**config.mk**
```make
export PLATFORM = sky130hd
export DESIGN_NAME = cdm_engine
export DESIGN_NICKNAME = d
export VERILOG_FILES = /design/src/cdm_pkg.sv /design/src/cdm_wait_if.sv /design/src/cdm_engine.sv /design/src/cdm_poll_timer.sv
export SDC_FILE = /design/constraint.sdc
export NUM_CORES = 1
export LEC_CHECK = 0
export ABC_AREA = 1
export BUFFER_PORTS_ARGS = -buffer_cell sky130_fd_sc_hd__buf_4
export CAP_MARGIN = 5
export CORE_AREA = 2 2 212 214
export CTS_BUF_LIST = sky130_fd_sc_hd__clkbuf_4 sky130_fd_sc_hd__clkbuf_8
export DETAILED_ROUTE_END_ITERATION = 7
export DIE_AREA = 0 0 214 216
export PLACE_DENSITY = 0.82
export SYNTH_ARGS = -nofsm -noshare
export SYNTH_HDL_FRONTEND = slang
export SYNTH_HIERARCHICAL = 1
export SYNTH_SLANG_ARGS = --single-unit
```
**constraint.sdc**
```tcl
create_clock -name sys_clk -period 2.7 [get_ports sys_clk]
set_input_delay 0 -clock sys_clk [delete_from_list [all_inputs] [get_ports sys_clk]]
set_output_delay 0 -clock sys_clk [all_outputs]
set_load 0.01 [all_outputs]
```
**src/cdm_pkg.sv**
```systemverilog
// constants and types shared by the cipher dma status/descriptor block
// assumes a 32-bit avalon-mm register port and 32-bit memory words
package cdm_pkg;
   // register byte offsets
   localparam logic [7:0] CDM_OFS_FLAGS = 8'h00;
   localparam logic [7:0] CDM_OFS_POLL = 8'h04;
   localparam logic [7:0] CDM_OFS_CTRL = 8'h08;
   localparam logic [7:0] CDM_OFS_BASE = 8'h0c;
   localparam logic [7:0] CDM_OFS_STAT = 8'h10;
   // event flag bit positions
   localparam int CDM_BIT_ACCESS_ERR = 3;
   localparam int CDM_BIT_PKT_DONE = 2;
   localparam int CDM_BIT_DESC_DONE = 1;
   localparam int CDM_BIT_PENDING = 0;
   localparam logic [3:1] CDM_FLAGS_RESET = 3'h0;
   // poll delay field
   localparam int CDM_POLL_W = 16;
   localparam logic [15:0] CDM_POLL_RESET = 16'h0000;
   // control register fields
   localparam int CDM_CTRL_START = 0;
   localparam logic [31:0] CDM_BASE_RESET = 32'h0000_0000;
   // descriptor word indices and control word fields
   localparam logic [2:0] CDM_DW_CTRL = 3'h0;
   localparam logic [2:0] CDM_DW_SRC = 3'h1;
   localparam logic [2:0] CDM_DW_UPD = 3'h2;
   localparam logic [2:0] CDM_DW_LEN = 3'h3;
   localparam logic [2:0] CDM_DW_OFF = 3'h4;
   localparam logic [2:0] CDM_DW_NEXT = 3'h5;
   localparam int CDM_DESC_EN = 31;
   localparam int CDM_DESC_LAST = 30;
   localparam logic [31:0] CDM_WORD_BYTES = 32'h0000_0004;
   typedef enum logic [2:0] {
      CDM_IDLE = 3'b000,
      CDM_FETCH = 3'b001,
      CDM_POLL = 3'b010,
      CDM_DATA = 3'b011,
      CDM_RESULT = 3'b100
   } cdm_state_t;
endpackage : cdm_pkg

```
**src/cdm_wait_if.sv**
```systemverilog
// handshake between the sequencer and the poll delay timer
// assumes both ends share sys_clk
`timescale 1ns/1ns
interface cdm_wait_if;
   logic start;
   logic [15:0] cycles;
   logic done;
   modport ctl (output start, output cycles, input done);
   modport tmr (input start, input cycles, output done);
endinterface : cdm_wait_if
```
**src/cdm_engine.sv**
```systemverilog
// cipher dma sequencer with event flags and poll delay registers
// assumes an avalon-mm master for registers and a req/ack memory port
//
// Notes on behaviour
// - a failed memory access sets the access error flag at bit 3.
// - finishing a descriptor's packet sets the packet done flag at bit 2.
// - finishing the last descriptor sets the processed flag at bit 1.
// - bit 0 reads as the or of every event condition in the engine.
// - the event flag register is read-only, resets to 0, bits 31-4 read 0.
// - a disabled descriptor is refetched after the poll delay in cycles.
// - result words are written from the descriptor's update address.
// - the length word gives the byte count, processed exactly.
// - the offset word gives the cipher start offset or aad byte count.
// - poll delay resets to 0, low 16 bits read/write, upper bits read 0.
`timescale 1ns/1ns
module cdm_engine
   import cdm_pkg::*;
#(
   parameter int RESULT_WORDS = 4
)(
   input wire logic sys_clk, // system clock
   input wire logic reset, // synchronous, active high
   input wire logic ce, // clock enable
   input wire logic [7:0] avs_address, // register byte address
   input wire logic avs_read, // register read request
   input wire logic avs_write, // register write request
   input wire logic [31:0] avs_writedata, // register write data
   input wire logic [3:0] avs_byteenable, // write byte lanes
   output logic [31:0] avs_readdata, // register read data
   output logic avs_waitrequest, // low for the answering cycle
   output logic mem_req, // memory request, held to ack
   output logic mem_we, // memory request is a write
   output logic [31:0] mem_addr, // memory byte address
   output logic [31:0] mem_wdata, // memory write data
   input wire logic [31:0] mem_rdata, // memory read data, with ack
   input wire logic mem_ack, // memory answer
   input wire logic mem_err, // memory answer is an error
   output logic cdp_valid, // one-cycle pulse: data word to datapath
   output logic [31:0] cdp_data, // message data word
   output logic [2:0] cdp_bytes, // valid bytes in cdp_data
   output logic [31:0] cdp_msg_len, // bytes of the length word still to send
   output logic [31:0] cdp_start_offset, // descriptor offset word
   input wire logic [RESULT_WORDS*32-1:0] cdp_result, // words to post
   output logic irq // interrupt request
);
   localparam int RIW = (RESULT_WORDS > 1) ? $clog2(RESULT_WORDS) : 1;
   localparam logic [RIW-1:0] RES_LAST = RIW'(RESULT_WORDS - 1);

   // bus side registers
   logic waitrequest_ff;
   logic [31:0] readdata_ff;
   logic [CDM_POLL_W-1:0] poll_ff;
   logic [31:0] base_ff;
   logic [3:1] flags_ff;
   logic irq_ff;
   // sequencer registers
   cdm_state_t state_ff;
   logic [2:0] widx_ff;
   logic [RIW-1:0] ridx_ff;
   logic [31:0] cur_ff;
   logic [31:0] src_ff;
   logic [31:0] upd_ff;
   logic [31:0] rem_ff;
   logic [31:0] off_ff;
   logic [31:0] next_ff;
   logic last_ff;
   logic req_ff;
   logic we_ff;
   logic [31:0] addr_ff;
   logic [31:0] wdata_ff;
   logic dvalid_ff;
   logic [31:0] ddata_ff;
   logic [2:0] dbytes_ff;
   logic ev_pkt_ff;
   logic ev_desc_ff;

   cdm_wait_if wt ();

   // merge write byte lanes into an old value
   function automatic logic [31:0] cdm_merge(input logic [31:0] old,
                                             input logic [31:0] wd,
                                             input logic [3:0] be);
      logic [31:0] res;
      res = old;
      for (int i = 0; i < 4; i++) begin
         if (be[i]) begin
            res[i*8 +: 8] = wd[i*8 +: 8];
         end
      end
      return res;
   endfunction : cdm_merge

   // exact address decode
   function automatic logic cdm_hit(input logic [7:0] a,
                                    input logic [7:0] ofs);
      return a == ofs;
   endfunction : cdm_hit

   logic wr_take;
   logic rd_take;
   logic start_go;
   logic [3:1] clr_req;
   logic ev_err;
   logic [2:0] step_bytes;
   logic [31:0] rem_after;
   logic [3:1] nxt_flags;

   assign wr_take = ce && avs_write && !waitrequest_ff;
   assign rd_take = ce && avs_read && waitrequest_ff;
   assign start_go = wr_take && cdm_hit(avs_address, CDM_OFS_CTRL)
                     && avs_byteenable[0] && avs_writedata[CDM_CTRL_START];
   // write ones to control bits 3:1 to clear flags
   assign clr_req = (wr_take && cdm_hit(avs_address, CDM_OFS_CTRL)
                     && avs_byteenable[0]) ? avs_writedata[3:1] : 3'h0;
   // an error answer from memory outside the engine
   assign ev_err = ce && req_ff && mem_ack && mem_err;
   // a word carries four bytes unless fewer remain
   assign step_bytes = (rem_ff >= CDM_WORD_BYTES) ? 3'h4
                       : rem_ff[2:0];
   assign rem_after = rem_ff - {29'h0, step_bytes};

   // answer one cycle after a request is first seen
   always_ff @(posedge sys_clk) begin
      if (reset) begin
         waitrequest_ff <= 1'b1;
      end else if (ce) begin
         if ((avs_read || avs_write) && waitrequest_ff) begin
            waitrequest_ff <= 1'b0;
         end else begin
            waitrequest_ff <= 1'b1;
         end
      end
   end

   // read data captured so it stands at the answering edge
   always_ff @(posedge sys_clk) begin
      if (reset) begin
         readdata_ff <= 32'h0000_0000;
      end else if (rd_take) begin
         unique case (avs_address)
            CDM_OFS_FLAGS: readdata_ff <= {28'h0, flags_ff, irq_ff};
            CDM_OFS_POLL: readdata_ff <= {16'h0, poll_ff};
            CDM_OFS_BASE: readdata_ff <= base_ff;
            CDM_OFS_STAT: readdata_ff <= {28'h0, state_ff,
                                          state_ff != CDM_IDLE};
            default: readdata_ff <= 32'h0000_0000; // unmapped and ctrl
         endcase
      end
   end

   // writable registers; the flag register ignores writes
   always_ff @(posedge sys_clk) begin
      if (reset) begin
         poll_ff <= CDM_POLL_RESET;
         base_ff <= CDM_BASE_RESET;
      end else if (wr_take) begin
         if (cdm_hit(avs_address, CDM_OFS_POLL)) begin
            poll_ff <= CDM_POLL_W'(cdm_merge({16'h0, poll_ff}, avs_writedata,
                                 avs_byteenable));
         end
         if (cdm_hit(avs_address, CDM_OFS_BASE)) begin
            base_ff <= cdm_merge(base_ff, avs_writedata, avs_byteenable);
         end
      end
   end

   // sticky event flags: a set in the clearing cycle wins
   always_comb begin
      nxt_flags = flags_ff & ~clr_req;
      if (ev_err) begin
         nxt_flags[CDM_BIT_ACCESS_ERR] = 1'b1;
      end
      if (ev_pkt_ff) begin
         nxt_flags[CDM_BIT_PKT_DONE] = 1'b1;
      end
      if (ev_desc_ff) begin
         nxt_flags[CDM_BIT_DESC_DONE] = 1'b1;
      end
   end

   always_ff @(posedge sys_clk) begin
      if (reset) begin
         flags_ff <= CDM_FLAGS_RESET;
         irq_ff <= 1'b0;
      end else if (ce) begin
         flags_ff <= nxt_flags;
         // pending bit and the request line are one register
         irq_ff <= |nxt_flags;
      end
   end

   // timer starts on a disabled control word when the poll delay is nonzero
   assign wt.start = ce && (state_ff == CDM_FETCH) && req_ff && mem_ack
                     && !mem_err && (widx_ff == CDM_DW_CTRL)
                     && !mem_rdata[CDM_DESC_EN]
                     && (poll_ff != CDM_POLL_RESET);
   assign wt.cycles = poll_ff;

   cdm_poll_timer u_timer (
      .sys_clk(sys_clk),
      .reset(reset),
      .ce(ce),
      .wt(wt)
   );

   // sequencer and memory port; one request in flight
   always_ff @(posedge sys_clk) begin
      if (reset) begin
         state_ff <= CDM_IDLE;
         widx_ff <= CDM_DW_CTRL;
         ridx_ff <= '0;
         cur_ff <= 32'h0000_0000;
         src_ff <= 32'h0000_0000;
         upd_ff <= 32'h0000_0000;
         rem_ff <= 32'h0000_0000;
         off_ff <= 32'h0000_0000;
         next_ff <= 32'h0000_0000;
         last_ff <= 1'b0;
         req_ff <= 1'b0;
         we_ff <= 1'b0;
         addr_ff <= 32'h0000_0000;
         wdata_ff <= 32'h0000_0000;
         dvalid_ff <= 1'b0;
         ddata_ff <= 32'h0000_0000;
         dbytes_ff <= 3'h0;
         ev_pkt_ff <= 1'b0;
         ev_desc_ff <= 1'b0;
      end else if (ce) begin
         dvalid_ff <= 1'b0;
         ev_pkt_ff <= 1'b0;
         ev_desc_ff <= 1'b0;
         if (req_ff && mem_ack) begin
            req_ff <= 1'b0;
         end
         unique case (state_ff)
            CDM_IDLE: begin
               if (start_go) begin
                  cur_ff <= base_ff;
                  widx_ff <= CDM_DW_CTRL;
                  req_ff <= 1'b1;
                  we_ff <= 1'b0;
                  addr_ff <= base_ff;
                  state_ff <= CDM_FETCH;
               end
            end
            CDM_FETCH: begin
               if (req_ff && mem_ack) begin
                  if (mem_err) begin
                     // an error abandons the chain
                     state_ff <= CDM_IDLE;
                  end else begin
                     unique case (widx_ff)
                        CDM_DW_CTRL: begin
                           if (!mem_rdata[CDM_DESC_EN]) begin
                              // zero delay refetches at once
                              if (poll_ff == CDM_POLL_RESET) begin
                                 req_ff <= 1'b1;
                              end else begin
                                 state_ff <= CDM_POLL;
                              end
                           end else begin
                              last_ff <= mem_rdata[CDM_DESC_LAST];
                           end
                        end
                        CDM_DW_SRC: src_ff <= mem_rdata;
                        CDM_DW_UPD: upd_ff <= mem_rdata;
                        CDM_DW_LEN: rem_ff <= mem_rdata;
                        CDM_DW_OFF: off_ff <= mem_rdata;
                        default: next_ff <= mem_rdata;
                     endcase
                     if ((widx_ff != CDM_DW_CTRL)
                         || mem_rdata[CDM_DESC_EN]) begin
                        if (widx_ff == CDM_DW_NEXT) begin
                           req_ff <= 1'b1;
                           ridx_ff <= '0;
                           if (rem_ff == 32'h0000_0000) begin
                              // empty message: straight to results
                              we_ff <= 1'b1;
                              addr_ff <= upd_ff;
                              wdata_ff <= cdp_result[31:0];
                              state_ff <= CDM_RESULT;
                           end else begin
                              addr_ff <= src_ff;
                              state_ff <= CDM_DATA;
                           end
                        end else begin
                           widx_ff <= widx_ff + 3'h1;
                           addr_ff <= addr_ff + CDM_WORD_BYTES;
                           req_ff <= 1'b1;
                        end
                     end
                  end
               end
            end
            CDM_POLL: begin
               if (wt.done) begin
                  // refetch the same control word
                  req_ff <= 1'b1;
                  addr_ff <= cur_ff;
                  widx_ff <= CDM_DW_CTRL;
                  state_ff <= CDM_FETCH;
               end
            end
            CDM_DATA: begin
               if (req_ff && mem_ack) begin
                  if (mem_err) begin
                     state_ff <= CDM_IDLE;
                  end else begin
                     dvalid_ff <= 1'b1;
                     ddata_ff <= mem_rdata;
                     dbytes_ff <= step_bytes;
                     rem_ff <= rem_after;
                     src_ff <= src_ff + CDM_WORD_BYTES;
                     req_ff <= 1'b1;
                     if (rem_after == 32'h0000_0000) begin
                        we_ff <= 1'b1;
                        addr_ff <= upd_ff;
                        wdata_ff <= cdp_result[31:0];
                        state_ff <= CDM_RESULT;
                     end else begin
                        addr_ff <= src_ff + CDM_WORD_BYTES;
                     end
                  end
               end
            end
            CDM_RESULT: begin
               if (req_ff && mem_ack) begin
                  we_ff <= 1'b0;
                  if (mem_err) begin
                     state_ff <= CDM_IDLE;
                  end else if (ridx_ff == RES_LAST) begin
                     ev_pkt_ff <= 1'b1;
                     if (last_ff) begin
                        ev_desc_ff <= 1'b1;
                        state_ff <= CDM_IDLE;
                     end else begin
                        // next descriptor in the chain
                        cur_ff <= next_ff;
                        addr_ff <= next_ff;
                        widx_ff <= CDM_DW_CTRL;
                        req_ff <= 1'b1;
                        state_ff <= CDM_FETCH;
                     end
                  end else begin
                     we_ff <= 1'b1;
                     ridx_ff <= ridx_ff + RIW'(1);
                     addr_ff <= addr_ff + CDM_WORD_BYTES;
                     wdata_ff <= cdp_result[(32'(ridx_ff) + 1) * 32 +: 32];
                     req_ff <= 1'b1;
                  end
               end
            end
            default: state_ff <= CDM_IDLE;
         endcase
      end
   end

   // every output straight from a register
   assign avs_readdata = readdata_ff;
   assign avs_waitrequest = waitrequest_ff;
   assign mem_req = req_ff;
   assign mem_we = we_ff;
   assign mem_addr = addr_ff;
   assign mem_wdata = wdata_ff;
   assign cdp_valid = dvalid_ff;
   assign cdp_data = ddata_ff;
   assign cdp_bytes = dbytes_ff;
   assign cdp_msg_len = rem_ff; // counts down as bytes are sent
   assign cdp_start_offset = off_ff;
   assign irq = irq_ff;
endmodule : cdm_engine

```
**src/cdm_poll_timer.sv**
```systemverilog
// poll delay timer: counts system clock cycles before a refetch
// assumes start is a one-cycle pulse with a nonzero cycle count
`timescale 1ns/1ns
module cdm_poll_timer
   import cdm_pkg::*;
(
   input wire logic sys_clk, // system clock
   input wire logic reset, // synchronous, active high
   input wire logic ce, // clock enable, freezes state when low
   cdm_wait_if.tmr wt // start, count and done
);
   logic [CDM_POLL_W-1:0] cnt_ff;

   // load on start, then count down to zero
   always_ff @(posedge sys_clk) begin
      if (reset) begin
         cnt_ff <= CDM_POLL_RESET;
      end else if (ce) begin
         if (wt.start) begin
            cnt_ff <= wt.cycles;
         end else if (cnt_ff != CDM_POLL_RESET) begin
            cnt_ff <= cnt_ff - 16'h0001;
         end
      end
   end

   // done in the last counted cycle; gated off while frozen
   assign wt.done = ce && (cnt_ff == 16'h0001);
endmodule : cdm_poll_timer

```
; ---- Word level (Yosys, flattened, before mapping)
; Index checks and enable logic that the tools add are counted.
[classes]
addsub = 7
n_lt_le_gt_ge = 1
eq_ne = 36
shifts = 1
mux = 130
bitwise_logic = 4
reduce_logical = 66
[op_table]
columns = op, count
row1 = two-way mux 32 bit, 38
row2 = one-hot mux 32 bit (2 select lines), 3
row3 = one-hot mux 32 bit (5 select lines), 1
row4 = one-hot mux 32 bit (4 select lines), 1
row5 = indexed part select 128 x 9 -> 32 bit, 1
row6 = one-hot mux 32 bit (3 select lines), 1
row7 = two-way mux 3 bit, 28
row8 = "adder 32 x 3 -> 32 bit, second input constant", 2
row9 = zero test 32 bit, 2
row10 = two-way mux 1 bit, 44
row11 = AND reduction 12 bit, 3
row12 = ">= comparator 32 x 3 -> 1 bit, second input constant", 1
row13 = two-way mux 16 bit, 2
row14 = nonzero test 16 bit, 2
row15 = subtractor 32 x 3 -> 32 bit, 1
row16 = "inequality test 2 bit, second input constant", 11
row17 = AND reduction 7 bit, 3
row18 = logical AND 1 bit, 20
row19 = AND reduction 3 bit, 6
row20 = "equality test 16 x 1 -> 1 bit, second input constant", 1
row21 = "equality test 8 x 4 -> 1 bit, second input constant", 2
row22 = zero test 16 bit, 1
row23 = "subtractor 16 x 1 -> 16 bit, second input constant", 1
row24 = one-hot mux 3 bit (5 select lines), 1
row25 = 36 further kinds, 69
[word_totals]
reg_bits = 406
in_bits = 211
output_inout_bits = 200
elab_cells = 275

; ---- Logic depth before layout (Yosys ltp)
[depth]
ltp_word = 10
ltp_mapped = 24
ltp_nobuf = 23

; ---- Hierarchy
; Netlist, hierarchy kept.
[modules_own_cells]
columns = mod, n_inst, cells_each, area_per_inst_um2, seq_area_each_um2
row1 = cdm_engine, 1, 3029, 20546.0, 7807.5
row2 = cdm_poll_timer, 1, 208, 1224.9, 320.3

; ---- Least setup slack after synthesis
; No wires, ideal clock.
[synth_path]
kind = register -> register
from = reg rem_ff[8], in the netlist cdp_msg_len[8]
to = reg wdata_ff[19], in the netlist mem_wdata[19]
setup_ps = 118
arrival_time_ps = 2446
required_time_ps = 2582
setup_slack_ps = 136
stages_incl_launch_ff = 20
n_path_buf = 2
period_less_slack_ps = 2564
cell_sequence = dfxtp_1 nor2_1 nand2_1 nor2_4 nand2_2 nor2_4 nor2_2 buf_6 nand3_2 xor2_1 nand3_1 nor2_1 nand2_1 nor2_2 nand2_4 nand2_4 nand3_4 buf_2 o21ai_1 a21oi_2
[synth_via]
elab_chain_len = 6
elab_cells_between_ends = 8
cone_classes = 1 x add/sub / 1 x order compare / 2 x eq/ne / 1 x mux / 3 x reduce/logical
[synth_rtl]
columns = item, line
row1 = start: declaration, cdm_engine.sv:63  ; logic [31:0] rem_ff;
row2 = start signal: assignment, cdm_engine.sv:267  ; CDM_DW_LEN: rem_ff <= mem_rdata;
row3 = start signal: assignment, cdm_engine.sv:312  ; rem_ff <= rem_after;
row4 = >= comparator 32 x 3 -> 1 bit, cdm_engine.sv:118  ; assign step_bytes = (rem_ff >= CDM_WORD_BYTES) ? 3'h4
row5 = two-way mux 3 bit, cdm_engine.sv:118
row6 = subtractor 32 x 3 -> 32 bit, cdm_engine.sv:120  ; assign rem_after = rem_ff - {29'h0, step_bytes};
row7 = zero test 32 bit, cdm_engine.sv:315  ; if (rem_after == 32'h0000_0000) begin
row8 = inequality test 2 bit (no source line), --
row9 = AND reduction 13 bit (no source line) (*), --
row10 = end signal: assignment, cdm_engine.sv:280  ; wdata_ff <= cdp_result[31:0];
row11 = end signal: assignment, cdm_engine.sv:318  ; wdata_ff <= cdp_result[31:0];
row12 = end signal: assignment, cdm_engine.sv:348  ; wdata_ff <= cdp_result[(32'(ridx_ff) + 1) * 32 +: 32];
row13 = end: declaration, cdm_engine.sv:70  ; logic [31:0] wdata_ff;
; Every way passes the cells marked *; elsewhere a longest branch is shown, timed or not.
; A chain may end at the register's enable or synchronous reset.

; ---- Worst setup path in the final report
[layout_path]
from = reg rem_ff[10], in the netlist cdp_msg_len[10]
to = reg wdata_ff[0], in the netlist mem_wdata[0]
; The elaborated chain is that of the path after synthesis.

==> impl_metrics.tcl <==
set metrics [dict create \
    final_util 0.709 \
    drtPass1Iterations 8 \
    hold_ws_ps 30.1 \
    design_area_mm2 0.0311 \
    maxSlewHeadroom 0.455 \
    drc 10 \
    die-area_mm2 0.0462 \
    path_class "reg -> reg" \
    clock_path_buffers 3 \
    clock_skew_ps 28.3 \
    grt_pass1_vias 26100 \
    slowest_stage "dfxtp_4" \
    worstMarginPinSlew_ps 816 \
    synth_ff_type "dfxtp_1" \
    antenna_found_initial 1 \
    drt_iter0_markers 4116 \
    synth_top_area_frac 0.373 \
    grt_usage 0.406 \
    ant_nets 0 \
    slowest_delay_ps 380 \
    place_congestion 1.04 \
    row_count 77 \
    die_w_um 214 \
    leakage_nw 13.1 \
    drive_gt1_frac 0.253 \
    synth_area_mm2 0.0218 \
    initial_utilization 0.497 \
    netSwitchingPower_mw 6.32 \
    design.core.area_mm2 0.0438 \
    r2r-end "mem_wdata[0]" \
    drv_cap 0 \
    pwr-share-clk 0.344 \
    ys_seq_area_frac 0.373 \
    grt_pass1_wl_um 148000 \
    power.total_mw 18.2 \
    grt_overflow 0 \
    die_h_um 216 \
    p_sw_frac 0.347 \
    grt_max_degree 117 \
    final-seq-area_mm2 0.00816 \
    setup_slack_ps -237 \
    hp-class "in -> reg" \
    grt_setup_unrepaired "true" \
    crit_path_end "mem_wdata[0]" \
    area_growth_syn_to_layout_pct 42.8 \
    cp_cell_sequence "nor2_4, nand2_2, nor2_4, nand2_4, o21ai_4, nand2_4, buf_4, buf_2, nand4_1, nand2_1, nand3_1, nor2_1, nand2_1, nor2_4, nand2_4, nand2_4, nand3_4, buf_12, buf_16, nand2_1, a21oi_2" \
    wire_per_inst_um 21.6 \
    pre_cts_ws_ps -177 \
    post-route-min-period_ps 2940 \
    clkSinkCount 406 \
    io_buffers 410 \
    num_vias 27800 \
    syn-num-nets 3459 \
    critPathMostFrequentCell "nand2_4" \
    finalNetCount 4191 \
    place_area_mm2 0.0270 \
    dp.cells 4296 \
    endpoint_kind "register" \
    internal_power_mw 11.9 \
    synthDistinctLibCells 56 \
    cts.clk_slew.worst_paths_ps 70 \
    final_common_cell "buf_4" \
    r2r_cells 21 \
    syn_avg_cell_area_um2 6.73 \
    syn_inst 3237 \
    io_pins 411 \
    worstSetupStartpoint "cdp_msg_len[10]" \
    yosys.area.top_type "dfxtp_1" \
    cts_root_buf "clkbuf_8" \
    fill_cells 3446 \
    vias_per_cell 6.02 \
    hpwl_um 66900 \
    synth_edf_count 0 \
    setup_viol 69 \
    final_cell_mix "672 x buf_4, 473 x nand2_1, 402 x a21oi_1, 389 x dfxtp_1, 367 x inv_1" \
    worstReg2RegStart "cdp_msg_len[10]" \
    multi_input_area_mm2 0.0120 \
    pwr-share-seq 0.362 \
    wl_um 99700 \
    power_density_mw_per_mm2 586 \
    hold_viol 0 \
    cp_max_fo 10 \
    clock.fmax_mhz 340 \
    yosysWarnings 6 \
    synthArstFlopShare 0 \
    cts_tree "yes" \
    outcome "finished with violations" \
    vdd_drop_max_mv 0.551 \
    cp.arrival_ps 3530 \
    instances_no_fill 4618 \
    slew_violations 0 \
    ys_ff_latch 406 \
    insertion_delay_ps 680 \
    htree_levels 3 \
    power.share.combinational 0.295 \
    synthTopCellsByArea "dfxtp_1 37%, a21oi_1 9.5%, nand2_1 8.4%, o21ai_0 8.2%, inv_1 6.4%" \
    required_ps 3290 \
    finalSetupTns_ps -9690 \
    r2r_setup_slack_ps -240 \
    numCtsBuffers 71 \
    start_kind "register" \
    violations "design-rule violations, negative setup slack" \
    post-route-period-util 1.09 \
]
power by group through the flow:
stage | registers (mW) | logic [mW] | clock network (mW)
2_1_floorplan | 6.70 | 2.95 | 0
3_3_place_gp | 6.69 | 4.57 | 0
3_5_place_dp | 6.70 | 4.64 | 0
4_1_cts | 6.57 | 5.06 | 6.19
5_1_grt | 6.62 | 5.78 | 6.50
6_report | 6.59 | 5.37 | 6.26
repair_timing:
action | in CTS | in global routing
gates cloned | 6 | 1
hold buffers | 158 | 0
resized for setup | 76 | 90
buffers inserted | 24 | 6
pin swaps | 33 | 35
endpoints found under the setup margin | 69 | 92
endpoints found under the hold margin | 315 | 0
flip-flops by register name, summed over array words and instances (netlist names), 16 cells and up:
signal,count
cur_ff,32
avs_readdata,32
mem_addr,32
cdp_msg_len,32
mem_wdata,32
base_ff,32
cdp_start_offset,32
poll_ff,16
src_ff,32
cdp_data,32
u_timer/cnt_ff,16
upd_ff,32
next_ff,32
synthesized netlist by cell type, drive strengths merged, types with 3 or more instances:
library cell and instances:
nand2 495, a21oi 435, dfxtp 406, inv 379, o21ai 374, nor2 348
clkbuf 178, nand3 112, nand4 92, a211oi 76, a31oi 65, o22ai 39
xor2 37, nor3 35, buf 23, nor4 18, nand3b 16, o211ai 14
a221oi 12, ha 11, o221ai 11, o2111ai 9, o21bai 9, clkinv 8
xnor2 8, or2 6, a22oi 4, nor3b 3, o31ai 3
critical path: cells and delay by family, from the launching register on:
| kind | cells | cell delay, ps |
|---|---|---|
| flip-flops | 1 | 380 |
| AO/OA/AOI/OAI | 2 | 410 |
| AND/OR/NAND/NOR | 15 | 1410 |
| buffers and inverters | 4 | 610 |
metal layers:
metal / share of wire / wire length, um / global-route usage / vias to the layer above
li1: - / - / - / 12500
met1: 0.37 / 37000 / 0.509 / 12600
met5: 0 / 0 / 0 / -
met3: 0.13 / 13200 / 0.133 / 571
met4: 0.067 / 6710 / 0.229 / 0
met2: 0.43 / 42800 / 0.614 / 2135
worst min-delay path by stage:
stage | startpoint | to | slack, ps | depth (start not counted)
6_report | avs_byteenable[0] | poll_ff[0] | 30 | 5
5_1_grt | avs_byteenable[0] | poll_ff[6] | 40 | 5
4_1_cts | avs_byteenable[0] | poll_ff[0] | 4 | 5
3_5_place_dp | avs_writedata[16] | base_ff[16] | 240 | 3
3_3_place_gp | avs_writedata[27] | base_ff[27] | 240 | 3
2_1_floorplan | reset | u_timer/cnt_ff[3] | 60 | 1
area by class of cell:
| cell class | count | area share |
|---|---|---|
| Multi-Input combinational cell | 2243 | 0.385 |
| Clock inverter | 14 | 0.00475 |
| Inverter | 387 | 0.0469 |
| Timing Repair Buffer | 860 | 0.232 |
| Clock buffer | 110 | 0.0453 |
| Antenna cell | 6 | 0.000483 |
| Sequential cell | 406 | 0.263 |
| Tap cell | 592 | 0.0238 |
cell families (layout without fill, tap and decap cells):
| logic type | Yosys count | count (layout) | synth area share |
|---|---|---|---|
| xor gates and xnor gates | 45 | 45 | 0.0181 |
| DFF | 406 | 406 | 0.373 |
| AOI/OAI and AO/OA | 1060 | 1060 | 0.273 |
| buffers and inverters | 588 | 1371 | 0.104 |
| adders and majority gates | 11 | 11 | 0.00632 |
| other | 1 | 7 | 0.000172 |
| and+or+nand+nor | 1126 | 1126 | 0.225 |
No activity file was read; power rests on OpenSTA's default activity.
